$ cat config.mk
export PLATFORM = sky130hd
export DESIGN_NAME = dn_slave_end_flat
export DESIGN_NICKNAME = d
export VERILOG_FILES = /design/src/dn_pkg.sv /design/src/dn_link_if.sv /design/src/dn_slave_end.sv /design/src/flat_wrapper.sv
export SDC_FILE = /design/constraint.sdc
export NUM_CORES = 2
export LEC_CHECK = 0
export BUFFER_PORTS_ARGS = -buffer_cell sky130_fd_sc_hd__buf_2
export CAP_MARGIN = 30
export CELL_PAD_IN_SITES_DETAIL_PLACEMENT = 0
export CELL_PAD_IN_SITES_GLOBAL_PLACEMENT = 2
export CORE_UTILIZATION = 49
export DETAILED_ROUTE_END_ITERATION = 8
export PLACE_DENSITY = 0.88
export SLEW_MARGIN = 0
export SYNTH_ARGS = -nofsm -noshare
export SYNTH_HDL_FRONTEND = slang
export SYNTH_SLANG_ARGS = --single-unit
$ cat constraint.sdc
create_clock -name ref_clk -period 4.8 [get_ports ref_clk]
set_input_delay 0 -clock ref_clk [delete_from_list [all_inputs] [get_ports ref_clk]]
set_output_delay 0 -clock ref_clk [all_outputs]
set_load 0.05 [all_outputs]
$ cat src/dn_pkg.sv
// shared constants for the group 2 slave link, both ends
package dn_pkg;
  // identifier layout: prefix(2) node(6) message code(3)
  localparam logic [1:0] GRP2_PREFIX   = 2'h2;
  localparam logic [2:0] MSG_DUP       = 3'h7;
  localparam logic [2:0] MSG_UNCON     = 3'h6;
  localparam logic [2:0] MSG_POLL      = 3'h5;
  localparam logic [2:0] MSG_EXPL      = 3'h4;
  localparam logic [2:0] MSG_EXP_RESP  = 3'h3;
  localparam logic [2:0] MSG_STROBE    = 3'h0;
  // group 1 response prefixes, followed by the node address
  localparam logic [4:0] G1_COS        = 5'h0D;
  localparam logic [4:0] G1_STROBE     = 5'h0E;
  localparam logic [4:0] G1_POLL       = 5'h0F;
  // services
  localparam logic [7:0] SVC_GET       = 8'h0E;
  localparam logic [7:0] SVC_SET       = 8'h10;
  localparam logic [7:0] SVC_ALLOC     = 8'h4B;
  localparam logic [7:0] SVC_RELEASE   = 8'h4C;
  localparam logic [7:0] SVC_RESP_BIT  = 8'h80;
  localparam logic [7:0] SVC_ERR       = 8'h94;
  // general error codes and the empty extended code
  localparam logic [7:0] ERR_NONE      = 8'h00;
  localparam logic [7:0] ERR_SVC       = 8'h08;
  localparam logic [7:0] ERR_VALUE     = 8'h09;
  localparam logic [7:0] ERR_ATTR      = 8'h14;
  localparam logic [7:0] ERR_OBJ       = 8'h16;
  localparam logic [7:0] ERR_EXT_NONE  = 8'hFF;
  // object classes, instances, attributes
  localparam logic [7:0] CLS_IDENTITY  = 8'h01;
  localparam logic [7:0] CLS_NETWORK   = 8'h03;
  localparam logic [7:0] CLS_CONN      = 8'h05;
  localparam logic [7:0] CLS_CONSUMED  = 8'h64;
  localparam logic [7:0] CLS_PRODUCED  = 8'h65;
  localparam logic [7:0] INST_CLASS    = 8'h00;
  localparam logic [7:0] INST_ONE      = 8'h01;
  localparam logic [7:0] ATTR_REV      = 8'h01;
  localparam logic [7:0] ATTR_PRODUCT  = 8'h03;
  localparam logic [7:0] ATTR_MACID    = 8'h01;
  localparam logic [7:0] ATTR_ALLOC    = 8'h01;
  localparam logic [7:0] ATTR_SIZE     = 8'h03;
  localparam logic [7:0] CLASS_REV     = 8'h01;
  // allocation choice bits
  localparam int         ALLOC_EXPL    = 0;
  localparam int         ALLOC_POLL    = 1;
  localparam int         ALLOC_STROBE  = 2;
  localparam int         ALLOC_COS     = 4;
  localparam logic [7:0] ALLOC_MASK    = 8'h17;
  // request byte positions within an explicit frame
  localparam logic [2:0] B_SVC         = 3'h1;
  localparam logic [2:0] B_CLASS       = 3'h2;
  localparam logic [2:0] B_INST        = 3'h3;
  localparam logic [2:0] B_ATTR        = 3'h4;
  localparam logic [2:0] B_VAL         = 3'h5;
  localparam int         HDR_BYTES     = 8;
  // i/o sizes
  localparam logic [7:0] SIZE_MIN      = 8'h01;
  localparam logic [7:0] SIZE_MAX      = 8'hFF;
  localparam logic [7:0] SIZE_RESET    = 8'h08;
  localparam int         FIFO_DEPTH    = 16;
  localparam int         PROD_BYTES    = 255;

  typedef enum logic [2:0] {
    K_NONE, K_DUP, K_UNCON, K_POLL, K_EXPL, K_STROBE
  } kind_t;

  typedef enum logic [3:0] {
    ST_IDLE     = 4'h1,
    ST_EXEC     = 4'h2,
    ST_SEND_EXP = 4'h4,
    ST_SEND_IO  = 4'h8
  } state_t;
endpackage

$ cat src/dn_link_if.sv
// frame link between master and slave, one byte per beat
`timescale 1ns/100ps
`default_nettype none
interface dn_link_if;
  logic        m2s_valid;
  logic        m2s_ready;
  logic [10:0] m2s_id;
  logic [7:0]  m2s_data;
  logic        m2s_last;
  logic        s2m_valid;
  logic        s2m_ready;
  logic [10:0] s2m_id;
  logic [7:0]  s2m_data;
  logic        s2m_last;

  modport slave (
    input  m2s_valid, m2s_id, m2s_data, m2s_last, s2m_ready,
    output m2s_ready, s2m_valid, s2m_id, s2m_data, s2m_last
  );
  modport master (
    output m2s_valid, m2s_id, m2s_data, m2s_last, s2m_ready,
    input  m2s_ready, s2m_valid, s2m_id, s2m_data, s2m_last
  );
endinterface
`default_nettype wire

$ cat src/dn_slave_end.sv
// slave end: identifier filter, service executor, i/o producer, consumed-data fifo
`timescale 1ns/100ps
`default_nettype none
module dn_byte_fifo #(
  parameter int WIDTH = 8,
  parameter int DEPTH = dn_pkg::FIFO_DEPTH
) (
  input  wire logic                   ref_clk,
  input  wire logic                   rst_n,
  input  wire logic                   in_valid,
  output logic                        in_ready,
  input  wire logic [WIDTH-1:0]       in_data,
  output logic                        out_valid,
  input  wire logic                   out_ready,
  output logic [WIDTH-1:0]            out_data,
  output logic [$clog2(DEPTH):0]      level
);
  localparam int AW = $clog2(DEPTH);
  if (DEPTH < 2 || (DEPTH & (DEPTH - 1)) != 0) begin : g_bad_depth
    $error("fifo depth must be a power of two of at least 2");
  end
  logic [WIDTH-1:0] mem [0:DEPTH-1];
  logic [AW-1:0]    wr_q;
  logic [AW-1:0]    rd_q;
  logic [AW:0]      cnt_q;
  wire              do_push = in_valid && in_ready;
  wire              do_pop  = out_valid && out_ready;

  assign in_ready  = (cnt_q != (AW+1)'(DEPTH));
  assign out_valid = (cnt_q != '0);
  assign out_data  = mem[rd_q];
  assign level     = cnt_q;

  always_ff @(posedge ref_clk) begin
    if (do_push) mem[wr_q] <= in_data;
  end

  always_ff @(posedge ref_clk or negedge rst_n) begin
    if (!rst_n) begin
      wr_q  <= '0;
      rd_q  <= '0;
      cnt_q <= '0;
    end else begin
      if (do_push) wr_q <= wr_q + 1'b1;
      if (do_pop) rd_q <= rd_q + 1'b1;
      cnt_q <= cnt_q + (AW+1)'(do_push) - (AW+1)'(do_pop);
    end
  end
endmodule

// How it works
// identity instance 1 attribute 3 returns product code
// group 2 slave, predefined set only
// poll, change-of-state and bit-strobe i/o supported
// unconnected requests: only allocate and release
// consumed and produced sizes independently 1 to 255
// 10, own node, 111 is duplicate check
// 10, own node, 110 is unconnected request
// 10, own node, 101 is poll command
// 10, own node, 100 is explicit request
// middle six identifier bits compared with node
// get 0E and set 10, class and instance; set is accepted on instance 1 only, class-level set gets error 14
// allocate on 4B, release on 4C
// classes 01, 03, 05, 64, 65 answered
// foreign or unknown identifiers ignored silently
// unknown service or class gets error response
module dn_slave_end (
  input  wire logic        ref_clk,
  input  wire logic        rst_n,
  dn_link_if.slave         lnk,
  input  wire logic [5:0]  node_addr,
  input  wire logic [15:0] product_code,
  input  wire logic        prod_wr,
  input  wire logic [7:0]  prod_addr,
  input  wire logic [7:0]  prod_wdata,
  input  wire logic        cos_trig,
  output logic             cons_valid,
  input  wire logic        cons_ready,
  output logic [7:0]       cons_data,
  output logic             dup_detect,
  output logic [7:0]       alloc_state
);
  localparam int LW = $clog2(dn_pkg::FIFO_DEPTH) + 1;

  function automatic dn_pkg::kind_t classify(input logic [10:0] id, input logic [5:0] node,
                                              input logic [7:0] alloc);
    classify = dn_pkg::K_NONE;
    if (id[10:9] == dn_pkg::GRP2_PREFIX && id[8:3] == node) begin
      case (id[2:0])
        dn_pkg::MSG_DUP:   classify = dn_pkg::K_DUP;
        dn_pkg::MSG_UNCON: classify = dn_pkg::K_UNCON;
        dn_pkg::MSG_POLL:  if (alloc[dn_pkg::ALLOC_POLL]) classify = dn_pkg::K_POLL;
        dn_pkg::MSG_EXPL:  if (alloc[dn_pkg::ALLOC_EXPL]) classify = dn_pkg::K_EXPL;
        default:           classify = dn_pkg::K_NONE;
      endcase
    end else if (id[10:9] == dn_pkg::GRP2_PREFIX && id[2:0] == dn_pkg::MSG_STROBE
                 && alloc[dn_pkg::ALLOC_STROBE]) begin
      classify = dn_pkg::K_STROBE;  // strobe carries the master's address
    end
  endfunction

  // {ok, two bytes, data}
  function automatic logic [17:0] get_attr(input logic [7:0] cls, input logic [7:0] inst,
                                           input logic [7:0] attr, input logic [15:0] pcode,
                                           input logic [5:0] node, input logic [7:0] alloc,
                                           input logic [7:0] csz, input logic [7:0] psz);
    get_attr = '0;
    if (inst == dn_pkg::INST_CLASS && attr == dn_pkg::ATTR_REV) begin
      get_attr = {2'h2, 8'h00, dn_pkg::CLASS_REV};
    end else if (inst == dn_pkg::INST_ONE) begin
      case (cls)
        dn_pkg::CLS_IDENTITY: if (attr == dn_pkg::ATTR_PRODUCT) get_attr = {2'h3, pcode};
        dn_pkg::CLS_NETWORK:  if (attr == dn_pkg::ATTR_MACID) get_attr = {2'h2, 10'h000, node};
        dn_pkg::CLS_CONN:     if (attr == dn_pkg::ATTR_ALLOC) get_attr = {2'h2, 8'h00, alloc};
        dn_pkg::CLS_CONSUMED: if (attr == dn_pkg::ATTR_SIZE) get_attr = {2'h2, 8'h00, csz};
        dn_pkg::CLS_PRODUCED: if (attr == dn_pkg::ATTR_SIZE) get_attr = {2'h2, 8'h00, psz};
        default:              get_attr = '0;
      endcase
    end
  endfunction

  dn_pkg::state_t state_q, state_d;
  dn_pkg::kind_t  kind_q;
  logic [7:0]     hdr_q [0:dn_pkg::HDR_BYTES-1];
  logic [7:0]     tx_q [0:3];
  logic [7:0]     prod_mem [0:dn_pkg::PROD_BYTES-1];
  logic [7:0]     bcnt_q, idx_q, alloc_q, cons_size_q, prod_size_q;
  logic [2:0]     tx_len_q;
  logic           m2s_ready_q, s2m_valid_q, s2m_last_q, cos_pend_q, dup_q;
  logic [10:0]    s2m_id_q;
  logic [7:0]     s2m_data_q;
  logic [LW-1:0]  fifo_level;
  logic           fifo_in_ready;

  // receive side
  wire            acc      = lnk.m2s_valid && m2s_ready_q;
  wire            first    = (bcnt_q == 8'h00);
  wire dn_pkg::kind_t kind_now = first ? classify(lnk.m2s_id, node_addr, alloc_q) : kind_q;
  wire            end_frm  = acc && lnk.m2s_last;
  wire            push     = acc && kind_now == dn_pkg::K_POLL
                             && bcnt_q < cons_size_q && fifo_in_ready; // extra bytes dropped
  wire            go_exec  = end_frm && (kind_now == dn_pkg::K_EXPL || kind_now == dn_pkg::K_UNCON);
  wire            go_io    = end_frm && (kind_now == dn_pkg::K_POLL || kind_now == dn_pkg::K_STROBE);
  // change of state waits for a gap between incoming frames
  wire            cos_go   = state_q == dn_pkg::ST_IDLE && first && !acc && cos_pend_q
                             && alloc_q[dn_pkg::ALLOC_COS];
  wire            room     = ({1'b0, fifo_level} + (LW+1)'(push)) < (LW+1)'(dn_pkg::FIFO_DEPTH);

  // executor
  wire [7:0]  svc      = hdr_q[dn_pkg::B_SVC];
  wire [7:0]  cls      = hdr_q[dn_pkg::B_CLASS];
  wire [7:0]  inst     = hdr_q[dn_pkg::B_INST];
  wire [7:0]  attr     = hdr_q[dn_pkg::B_ATTR];
  wire [7:0]  val      = hdr_q[dn_pkg::B_VAL];
  wire        svc_attr = svc == dn_pkg::SVC_GET || svc == dn_pkg::SVC_SET;
  wire        svc_conn = svc == dn_pkg::SVC_ALLOC || svc == dn_pkg::SVC_RELEASE;
  wire        cls_ok   = cls == dn_pkg::CLS_IDENTITY || cls == dn_pkg::CLS_NETWORK
                         || cls == dn_pkg::CLS_CONN || cls == dn_pkg::CLS_CONSUMED
                         || cls == dn_pkg::CLS_PRODUCED;
  wire [17:0] g        = get_attr(cls, inst, attr, product_code, node_addr, alloc_q,
                                  cons_size_q, prod_size_q);
  wire        set_attr = inst == dn_pkg::INST_ONE && attr == dn_pkg::ATTR_SIZE
                         && (cls == dn_pkg::CLS_CONSUMED || cls == dn_pkg::CLS_PRODUCED);
  wire        set_ok   = set_attr && val >= dn_pkg::SIZE_MIN && val <= dn_pkg::SIZE_MAX;
  wire [7:0]  err      = (kind_q == dn_pkg::K_UNCON && !svc_conn) ? dn_pkg::ERR_SVC
                       : (!svc_attr && !svc_conn) ? dn_pkg::ERR_SVC
                       : (svc_conn && cls != dn_pkg::CLS_NETWORK) ? dn_pkg::ERR_OBJ
                       : (svc_attr && !cls_ok) ? dn_pkg::ERR_OBJ
                       : (svc == dn_pkg::SVC_GET && !g[17]) ? dn_pkg::ERR_ATTR
                       : (svc == dn_pkg::SVC_SET && !set_ok)
                         ? (set_attr ? dn_pkg::ERR_VALUE : dn_pkg::ERR_ATTR)
                       : dn_pkg::ERR_NONE;
  wire        has_err  = err != dn_pkg::ERR_NONE;
  wire [7:0]  resp1    = has_err ? dn_pkg::SVC_ERR : (svc | dn_pkg::SVC_RESP_BIT);
  wire [7:0]  resp2    = has_err ? err : (svc == dn_pkg::SVC_GET) ? g[7:0] : 8'h00;
  wire [7:0]  resp3    = has_err ? dn_pkg::ERR_EXT_NONE : g[15:8];
  wire [2:0]  resp_len = has_err ? 3'h4 : (svc == dn_pkg::SVC_GET) ? (g[16] ? 3'h4 : 3'h3)
                       : svc_conn ? 3'h3 : 3'h2;
  wire [7:0]  choice   = attr & dn_pkg::ALLOC_MASK;  // allocation choice sits in byte 4

  // transmit side
  wire        tx_acc   = s2m_valid_q && lnk.s2m_ready;
  wire        in_exp   = state_q == dn_pkg::ST_SEND_EXP;
  wire [7:0]  nxt_idx  = idx_q + 8'h01;
  wire [7:0]  nxt_byte = in_exp ? tx_q[nxt_idx[1:0]] : prod_mem[nxt_idx];
  wire [7:0]  last_at  = in_exp ? {5'h00, tx_len_q} - 8'h01 : prod_size_q - 8'h01;
  wire [4:0]  io_pfx   = cos_go ? dn_pkg::G1_COS
                       : (kind_now == dn_pkg::K_STROBE) ? dn_pkg::G1_STROBE : dn_pkg::G1_POLL;

  always_comb begin
    state_d = state_q;
    case (state_q)
      dn_pkg::ST_IDLE: begin
        if (go_exec) state_d = dn_pkg::ST_EXEC;
        else if (go_io || cos_go) state_d = dn_pkg::ST_SEND_IO;
      end
      dn_pkg::ST_EXEC:     state_d = dn_pkg::ST_SEND_EXP;
      dn_pkg::ST_SEND_EXP,
      dn_pkg::ST_SEND_IO: if (tx_acc && s2m_last_q) state_d = dn_pkg::ST_IDLE;
      default:             state_d = dn_pkg::ST_IDLE;
    endcase
  end

  dn_byte_fifo #(.WIDTH(8), .DEPTH(dn_pkg::FIFO_DEPTH)) u_fifo (
    .ref_clk   (ref_clk),
    .rst_n     (rst_n),
    .in_valid  (push),
    .in_ready  (fifo_in_ready),
    .in_data   (lnk.m2s_data),
    .out_valid (cons_valid),
    .out_ready (cons_ready),
    .out_data  (cons_data),
    .level     (fifo_level)
  );

  // produced image; rewriting it during a send mixes old and new bytes
  always_ff @(posedge ref_clk) begin
    if (prod_wr && prod_addr < 8'(dn_pkg::PROD_BYTES)) prod_mem[prod_addr] <= prod_wdata;
    if (acc && bcnt_q < 8'(dn_pkg::HDR_BYTES)) hdr_q[bcnt_q[2:0]] <= lnk.m2s_data;
    if (state_q == dn_pkg::ST_EXEC) tx_q <= '{hdr_q[0], resp1, resp2, resp3};
  end

  always_ff @(posedge ref_clk or negedge rst_n) begin
    if (!rst_n) begin
      state_q     <= dn_pkg::ST_IDLE;
      kind_q      <= dn_pkg::K_NONE;
      bcnt_q      <= 8'h00;
      m2s_ready_q <= 1'b0;
      alloc_q     <= 8'h00;
      cons_size_q <= dn_pkg::SIZE_RESET;
      prod_size_q <= dn_pkg::SIZE_RESET;
      cos_pend_q  <= 1'b0;
      dup_q       <= 1'b0;
    end else begin
      state_q     <= state_d;
      m2s_ready_q <= state_d == dn_pkg::ST_IDLE && room;  // stalls the master when fifo fills
      if (acc) begin
        bcnt_q <= lnk.m2s_last ? 8'h00 : (bcnt_q == 8'hFF ? bcnt_q : bcnt_q + 8'h01);
        if (first) kind_q <= kind_now;
        if (first && kind_now == dn_pkg::K_DUP) dup_q <= 1'b1;
      end
      cos_pend_q <= cos_trig || (cos_pend_q && !cos_go);  // a new trigger beats the clear
      if (state_q == dn_pkg::ST_EXEC && !has_err) begin
        if (svc == dn_pkg::SVC_SET && cls == dn_pkg::CLS_CONSUMED) cons_size_q <= val;
        if (svc == dn_pkg::SVC_SET && cls == dn_pkg::CLS_PRODUCED) prod_size_q <= val;
        if (svc == dn_pkg::SVC_ALLOC) alloc_q <= alloc_q | choice;
        if (svc == dn_pkg::SVC_RELEASE) alloc_q <= alloc_q & ~choice;
      end
    end
  end

  always_ff @(posedge ref_clk or negedge rst_n) begin
    if (!rst_n) begin
      s2m_valid_q <= 1'b0;
      s2m_last_q  <= 1'b0;
      s2m_id_q    <= 11'h000;
      s2m_data_q  <= 8'h00;
      idx_q       <= 8'h00;
      tx_len_q    <= 3'h0;
    end else if (state_q == dn_pkg::ST_EXEC) begin
      s2m_valid_q <= 1'b1;
      s2m_last_q  <= 1'b0;
      s2m_id_q    <= {dn_pkg::GRP2_PREFIX, node_addr, dn_pkg::MSG_EXP_RESP};
      s2m_data_q  <= hdr_q[0];
      idx_q       <= 8'h00;
      tx_len_q    <= resp_len;
    end else if (state_q == dn_pkg::ST_IDLE && (go_io || cos_go) && !go_exec) begin
      s2m_valid_q <= 1'b1;
      s2m_last_q  <= prod_size_q == dn_pkg::SIZE_MIN;
      s2m_id_q    <= {io_pfx, node_addr};
      s2m_data_q  <= prod_mem[0];
      idx_q       <= 8'h00;
    end else if (tx_acc) begin
      s2m_valid_q <= !s2m_last_q;
      s2m_last_q  <= nxt_idx == last_at;
      s2m_data_q  <= nxt_byte;
      idx_q       <= nxt_idx;
    end
  end

  assign lnk.m2s_ready = m2s_ready_q;
  assign lnk.s2m_valid = s2m_valid_q;
  assign lnk.s2m_last  = s2m_last_q;
  assign lnk.s2m_id    = s2m_id_q;
  assign lnk.s2m_data  = s2m_data_q;
  assign dup_detect    = dup_q;
  assign alloc_state   = alloc_q;
endmodule
`default_nettype wire

$ cat src/flat_wrapper.sv
// flat-port wrapper written by rule: the top's interface ports become plain ports
module dn_slave_end_flat 
  (ref_clk, rst_n, node_addr, product_code, prod_wr, prod_addr, prod_wdata, cos_trig, cons_valid, cons_ready, cons_data, dup_detect, alloc_state, lnk_m2s_valid, lnk_m2s_id, lnk_m2s_data, lnk_m2s_last, lnk_s2m_ready, lnk_m2s_ready, lnk_s2m_valid, lnk_s2m_id, lnk_s2m_data, lnk_s2m_last);
  dn_link_if lnk_i ();
  input  wire logic ref_clk;
  input  wire logic rst_n;
  input  wire logic [5:0] node_addr;
  input  wire logic [15:0] product_code;
  input  wire logic prod_wr;
  input  wire logic [7:0] prod_addr;
  input  wire logic [7:0] prod_wdata;
  input  wire logic cos_trig;
  output logic cons_valid;
  input  wire logic cons_ready;
  output logic [7:0] cons_data;
  output logic dup_detect;
  output logic [7:0] alloc_state;
  input wire logic [$bits(lnk_i.m2s_valid)-1:0] lnk_m2s_valid;
  input wire logic [$bits(lnk_i.m2s_id)-1:0] lnk_m2s_id;
  input wire logic [$bits(lnk_i.m2s_data)-1:0] lnk_m2s_data;
  input wire logic [$bits(lnk_i.m2s_last)-1:0] lnk_m2s_last;
  input wire logic [$bits(lnk_i.s2m_ready)-1:0] lnk_s2m_ready;
  output wire logic [$bits(lnk_i.m2s_ready)-1:0] lnk_m2s_ready;
  output wire logic [$bits(lnk_i.s2m_valid)-1:0] lnk_s2m_valid;
  output wire logic [$bits(lnk_i.s2m_id)-1:0] lnk_s2m_id;
  output wire logic [$bits(lnk_i.s2m_data)-1:0] lnk_s2m_data;
  output wire logic [$bits(lnk_i.s2m_last)-1:0] lnk_s2m_last;
  assign lnk_i.m2s_valid = lnk_m2s_valid;
  assign lnk_i.m2s_id = lnk_m2s_id;
  assign lnk_i.m2s_data = lnk_m2s_data;
  assign lnk_i.m2s_last = lnk_m2s_last;
  assign lnk_i.s2m_ready = lnk_s2m_ready;
  assign lnk_m2s_ready = lnk_i.m2s_ready;
  assign lnk_s2m_valid = lnk_i.s2m_valid;
  assign lnk_s2m_id = lnk_i.s2m_id;
  assign lnk_s2m_data = lnk_i.s2m_data;
  assign lnk_s2m_last = lnk_i.s2m_last;
  dn_slave_end u_core (.ref_clk(ref_clk), .rst_n(rst_n), .lnk(lnk_i), .node_addr(node_addr), .product_code(product_code), .prod_wr(prod_wr), .prod_addr(prod_addr), .prod_wdata(prod_wdata), .cos_trig(cos_trig), .cons_valid(cons_valid), .cons_ready(cons_ready), .cons_data(cons_data), .dup_detect(dup_detect), .alloc_state(alloc_state));
endmodule
==> flow_summary.toml <==
[outcome]
status = "completed"

[placed_design]
io_buffers = 100
pre_cts_ws_ns = 0.7463
dpl.hpwl_mm = 148.4
placed_cell_area_sq_um = 96850
gp_congestion = 0.8939

[worst_setup_path]
end_kind = "flip-flop"
cp_max_fo = 5
criticalPathCategory = "reg -> reg"
worstSetupStartpointType = "flip-flop"
worst_ep_arrival_time_ns = 5.14
critical_path_required_ns = 5.54

[logic_synthesis]
synth.avg_cell_area_sq_um = 18.72
yosys_warnings = 0
seq_area_frac_synth = 0.7452
synth_cells = 4985
synth_flop_cell = "edfxtp_1"
synth_cell_types = 96
synth-seq-cells = 2330
syn_area_sq_um = 93340
synth_edf_count = 2247
async_flop_share = 0.03562

[power_and_ir_drop]
switchingPower_uw = 8885
p_int_uw = 33260
switching_share = 0.2108
power_density_nw_per_um2 = 400.0
clock_power_share = 0.427
p_comb_frac = 0.038
power_frac_seq = 0.535
ir_drop_v = 0.0004652
power_uw = 42140
p_leak_uw = 0.03247

[global_routing]
grt_pass1_wl_mm = 345.2
track_usage = 0.2478
grt_max_degree = 140
overflow = 0
antenna_found_initial = 11
grt_pass1_vias = 49530

[finish]
layout.nets = 5339
stdcell_area_sq_um = 105400
post_route_cells_drive_above_1_share = 0.2088
fin_util = 0.5592
fillers = 13960
syn_to_final_growth_pct = 12.87

[timing]
finalSetupViolations = 0
fmax_mhz = 227.5
rsz0062_at_grt = "no"
setup_ws_ns = 0.4053
worst_slew_pin_slew_ns = 1.133
min_period_ns = 4.395
slew_headroom = 0.2387
final.setup.tns_ns = 0
drv_slew = 0
finalHoldViolCount = 0
fin_worst_skew_ns = 0.07478
min_period_over_period = 0.9156

[detailed_routing]
drcViolationCount = 0
post_drt_wl_per_cell_um = 30.00
routed_wl_mm = 238.1
vias = 49580
postRouteAntennaNets = 0
drtIter0Drc = 6120
drt_pass1_iterations = 7
viasPerCell = 6.247

[clock_tree]
htreeDepth = 4
clockBufferDepth = 3
clk_pin_slew_ns = 0.06
numCtsBuffers = 225
tritoncts = "built"
clock-root-buffer = "clkbuf_16"
post_cts_resized = 0
clock-sinks = 2330
clkLatencyLatePin_ns = 0.88

[floorplan]
floorplan.initialDensity = 0.4954
die_w_um = 438.5
ios = 105
dieArea_sq_um = 192200
rows = 159
fp.dieH_um = 438.5
core-area_sq_um = 188400

[run]
cap_violations = 0

[hold_path]
hold_path.class = "in -> reg"
registers in the layout (all words and copies together), names as in the netlist, 4 cells and up, named ones only:
register and flops:
u_core.tx_q 31, u_core.cons_size_q 8, u_core.prod_size_q 8, u_core.u_fifo.rd_q 4
u_core.state_q 4, u_core.prod_mem 2040, u_core.u_fifo.mem 128, u_core.lnk.s2m_id 11
u_core.idx_q 8, u_core.u_fifo.level 5, u_core.u_fifo.wr_q 4, u_core.bcnt_q 8
u_core.hdr_q 48, u_core.lnk.s2m_data 8
power by group through the flow:
stage,Sequential [uW],Clock [uW],Combinational (uW)
2_1_floorplan,22800,0,1010
3_3_place_gp,23000,0,1510
3_5_place_dp,23000,0,1560
4_1_cts,22600,18200,1620
5_1_grt,22600,18900,1710
6_report,22600,18000,1610
per-layer routing:
layer / wire length, um / share of wire / vias to the layer above / track usage
met5: 57 / 0.00024 / - / 0
met4: 9649 / 0.041 / 8 / 0.09283
met3: 20600 / 0.087 / 478 / 0.04713
met2: 114500 / 0.48 / 2533 / 0.3956
met1: 93250 / 0.39 / 25880 / 0.3408
li1: - / - / 20680 / -
layout by cell type, fill, tap and decap left out, types with 60 or more instances in the layout:
| cell type | instances |
|---|---|
| buf_2 | 94 |
| clkinv_1 | 60 |
| nand3_1 | 168 |
| clkbuf_16 | 229 |
| dfrtp_1 | 77 |
| dlygate4sd3_1 | 90 |
| nand2_1 | 390 |
| buf_4 | 107 |
| mux4_2 | 483 |
| o21ai_0 | 74 |
| mux2i_1 | 176 |
| nor2_1 | 359 |
| edfxtp_1 | 2247 |
Yosys cell counts, types with 21 or more instances:
library cell  instances  area share
clkbuf_1            111      0.0045
a32oi_1              36      0.0034
buf_4                48      0.0039
edfxtp_1           2247        0.72
o211ai_1             30      0.0024
nand2_1             390       0.016
nand4_1              40      0.0027
buf_6                25      0.0030
o21ai_0              75      0.0040
nor2_1              360       0.014
xor2_1               21      0.0020
xnor2_1              26      0.0024
mux4_2              483        0.12
buf_2                92      0.0049
a31oi_1              26      0.0017
ha_1                 27      0.0036
mux2i_1             176       0.019
inv_1                31      0.0012
a21oi_1              43      0.0023
nand3_1             171      0.0092
nor3_1               40      0.0021
dfrtp_1              80       0.021
worst paths after layout:
check,startpoint,end,slack (ns),cells past startpoint
max reg2reg,flip-flop,u_core.u_fifo.level[4],0.41,18
min reg2reg,u_core.lnk.s2m_id[10],u_core.lnk.s2m_id[10],0.48,2
min,prod_addr[2],u_core.prod_mem[105][7],0.02,4
min in group asynchronous,rst_n,u_core.state_q[0],0.31,3
max,flip-flop,u_core.u_fifo.level[4],0.41,18
max in group asynchronous,rst_n,u_core.idx_q[0],3.81,4
per-stage QoR:
step	hold slack (ns)	instances
after floorplan	-0.2956	4989
after global placement	0.07093	7407
after detailed placement	0.07745	7416
after CTS	0.006025	7925
after global routing	0.01265	7933
final	0.02021	7936
cell families after synthesis:
kind of cell             after synthesis  share of synthesized area
flip-flops                          2330                     0.7452
AO/OA/AOI/OAI                        402                    0.03174
XOR/XNOR                              50                   0.005054
buffers and inverters                331                    0.01873
adder cells (fa/ha/maj)               28                   0.003834
other                                  1                 0.00004018
AND/OR/NAND/NOR                     1160                    0.05712
multiplexers                         683                     0.1383
area by class of cell:
| class | instances | area [sq um] | share of cell area |
|---|---|---|---|
| diodes | 4 | 10.01 | 0.00009501 |
| clock buffers | 263 | 5868 | 0.05570 |
| clock inverters | 155 | 1642 | 0.01558 |
| inverters | 33 | 125.1 | 0.001188 |
| multi-input cells | 2328 | 22170 | 0.2104 |
| flip-flops and latches | 2330 | 69560 | 0.6603 |
| well taps | 2495 | 3122 | 0.02963 |
| repair buffers | 328 | 2855 | 0.02710 |
worst max-delay path, cell delays in order, from the launching register on:
cell and delay (ns):
dfrtp_1 0.50, o211a_1 0.17, dlygate4sd3_1 0.55, nand3_1 0.11
dlygate4sd3_1 0.62, a31oi_1 0.32, o2111ai_1 0.19, a41oi_1 0.32
inv_1 0.08, ha_1 0.30, inv_1 0.06, ha_1 0.16
inv_1 0.06, fa_1 0.42, inv_1 0.07, a21oi_1 0.05
nor2_1 0.09, nor2_1 0.06, xor2_1 0.13
timing repair:
item,4_1_cts,5_1_grt
endpoints found under the hold margin,1257,0
hold buffers,91,0
setup endpoints to repair,0,0
buffers inserted,0,0
No activity file was read; power rests on OpenSTA's default activity.
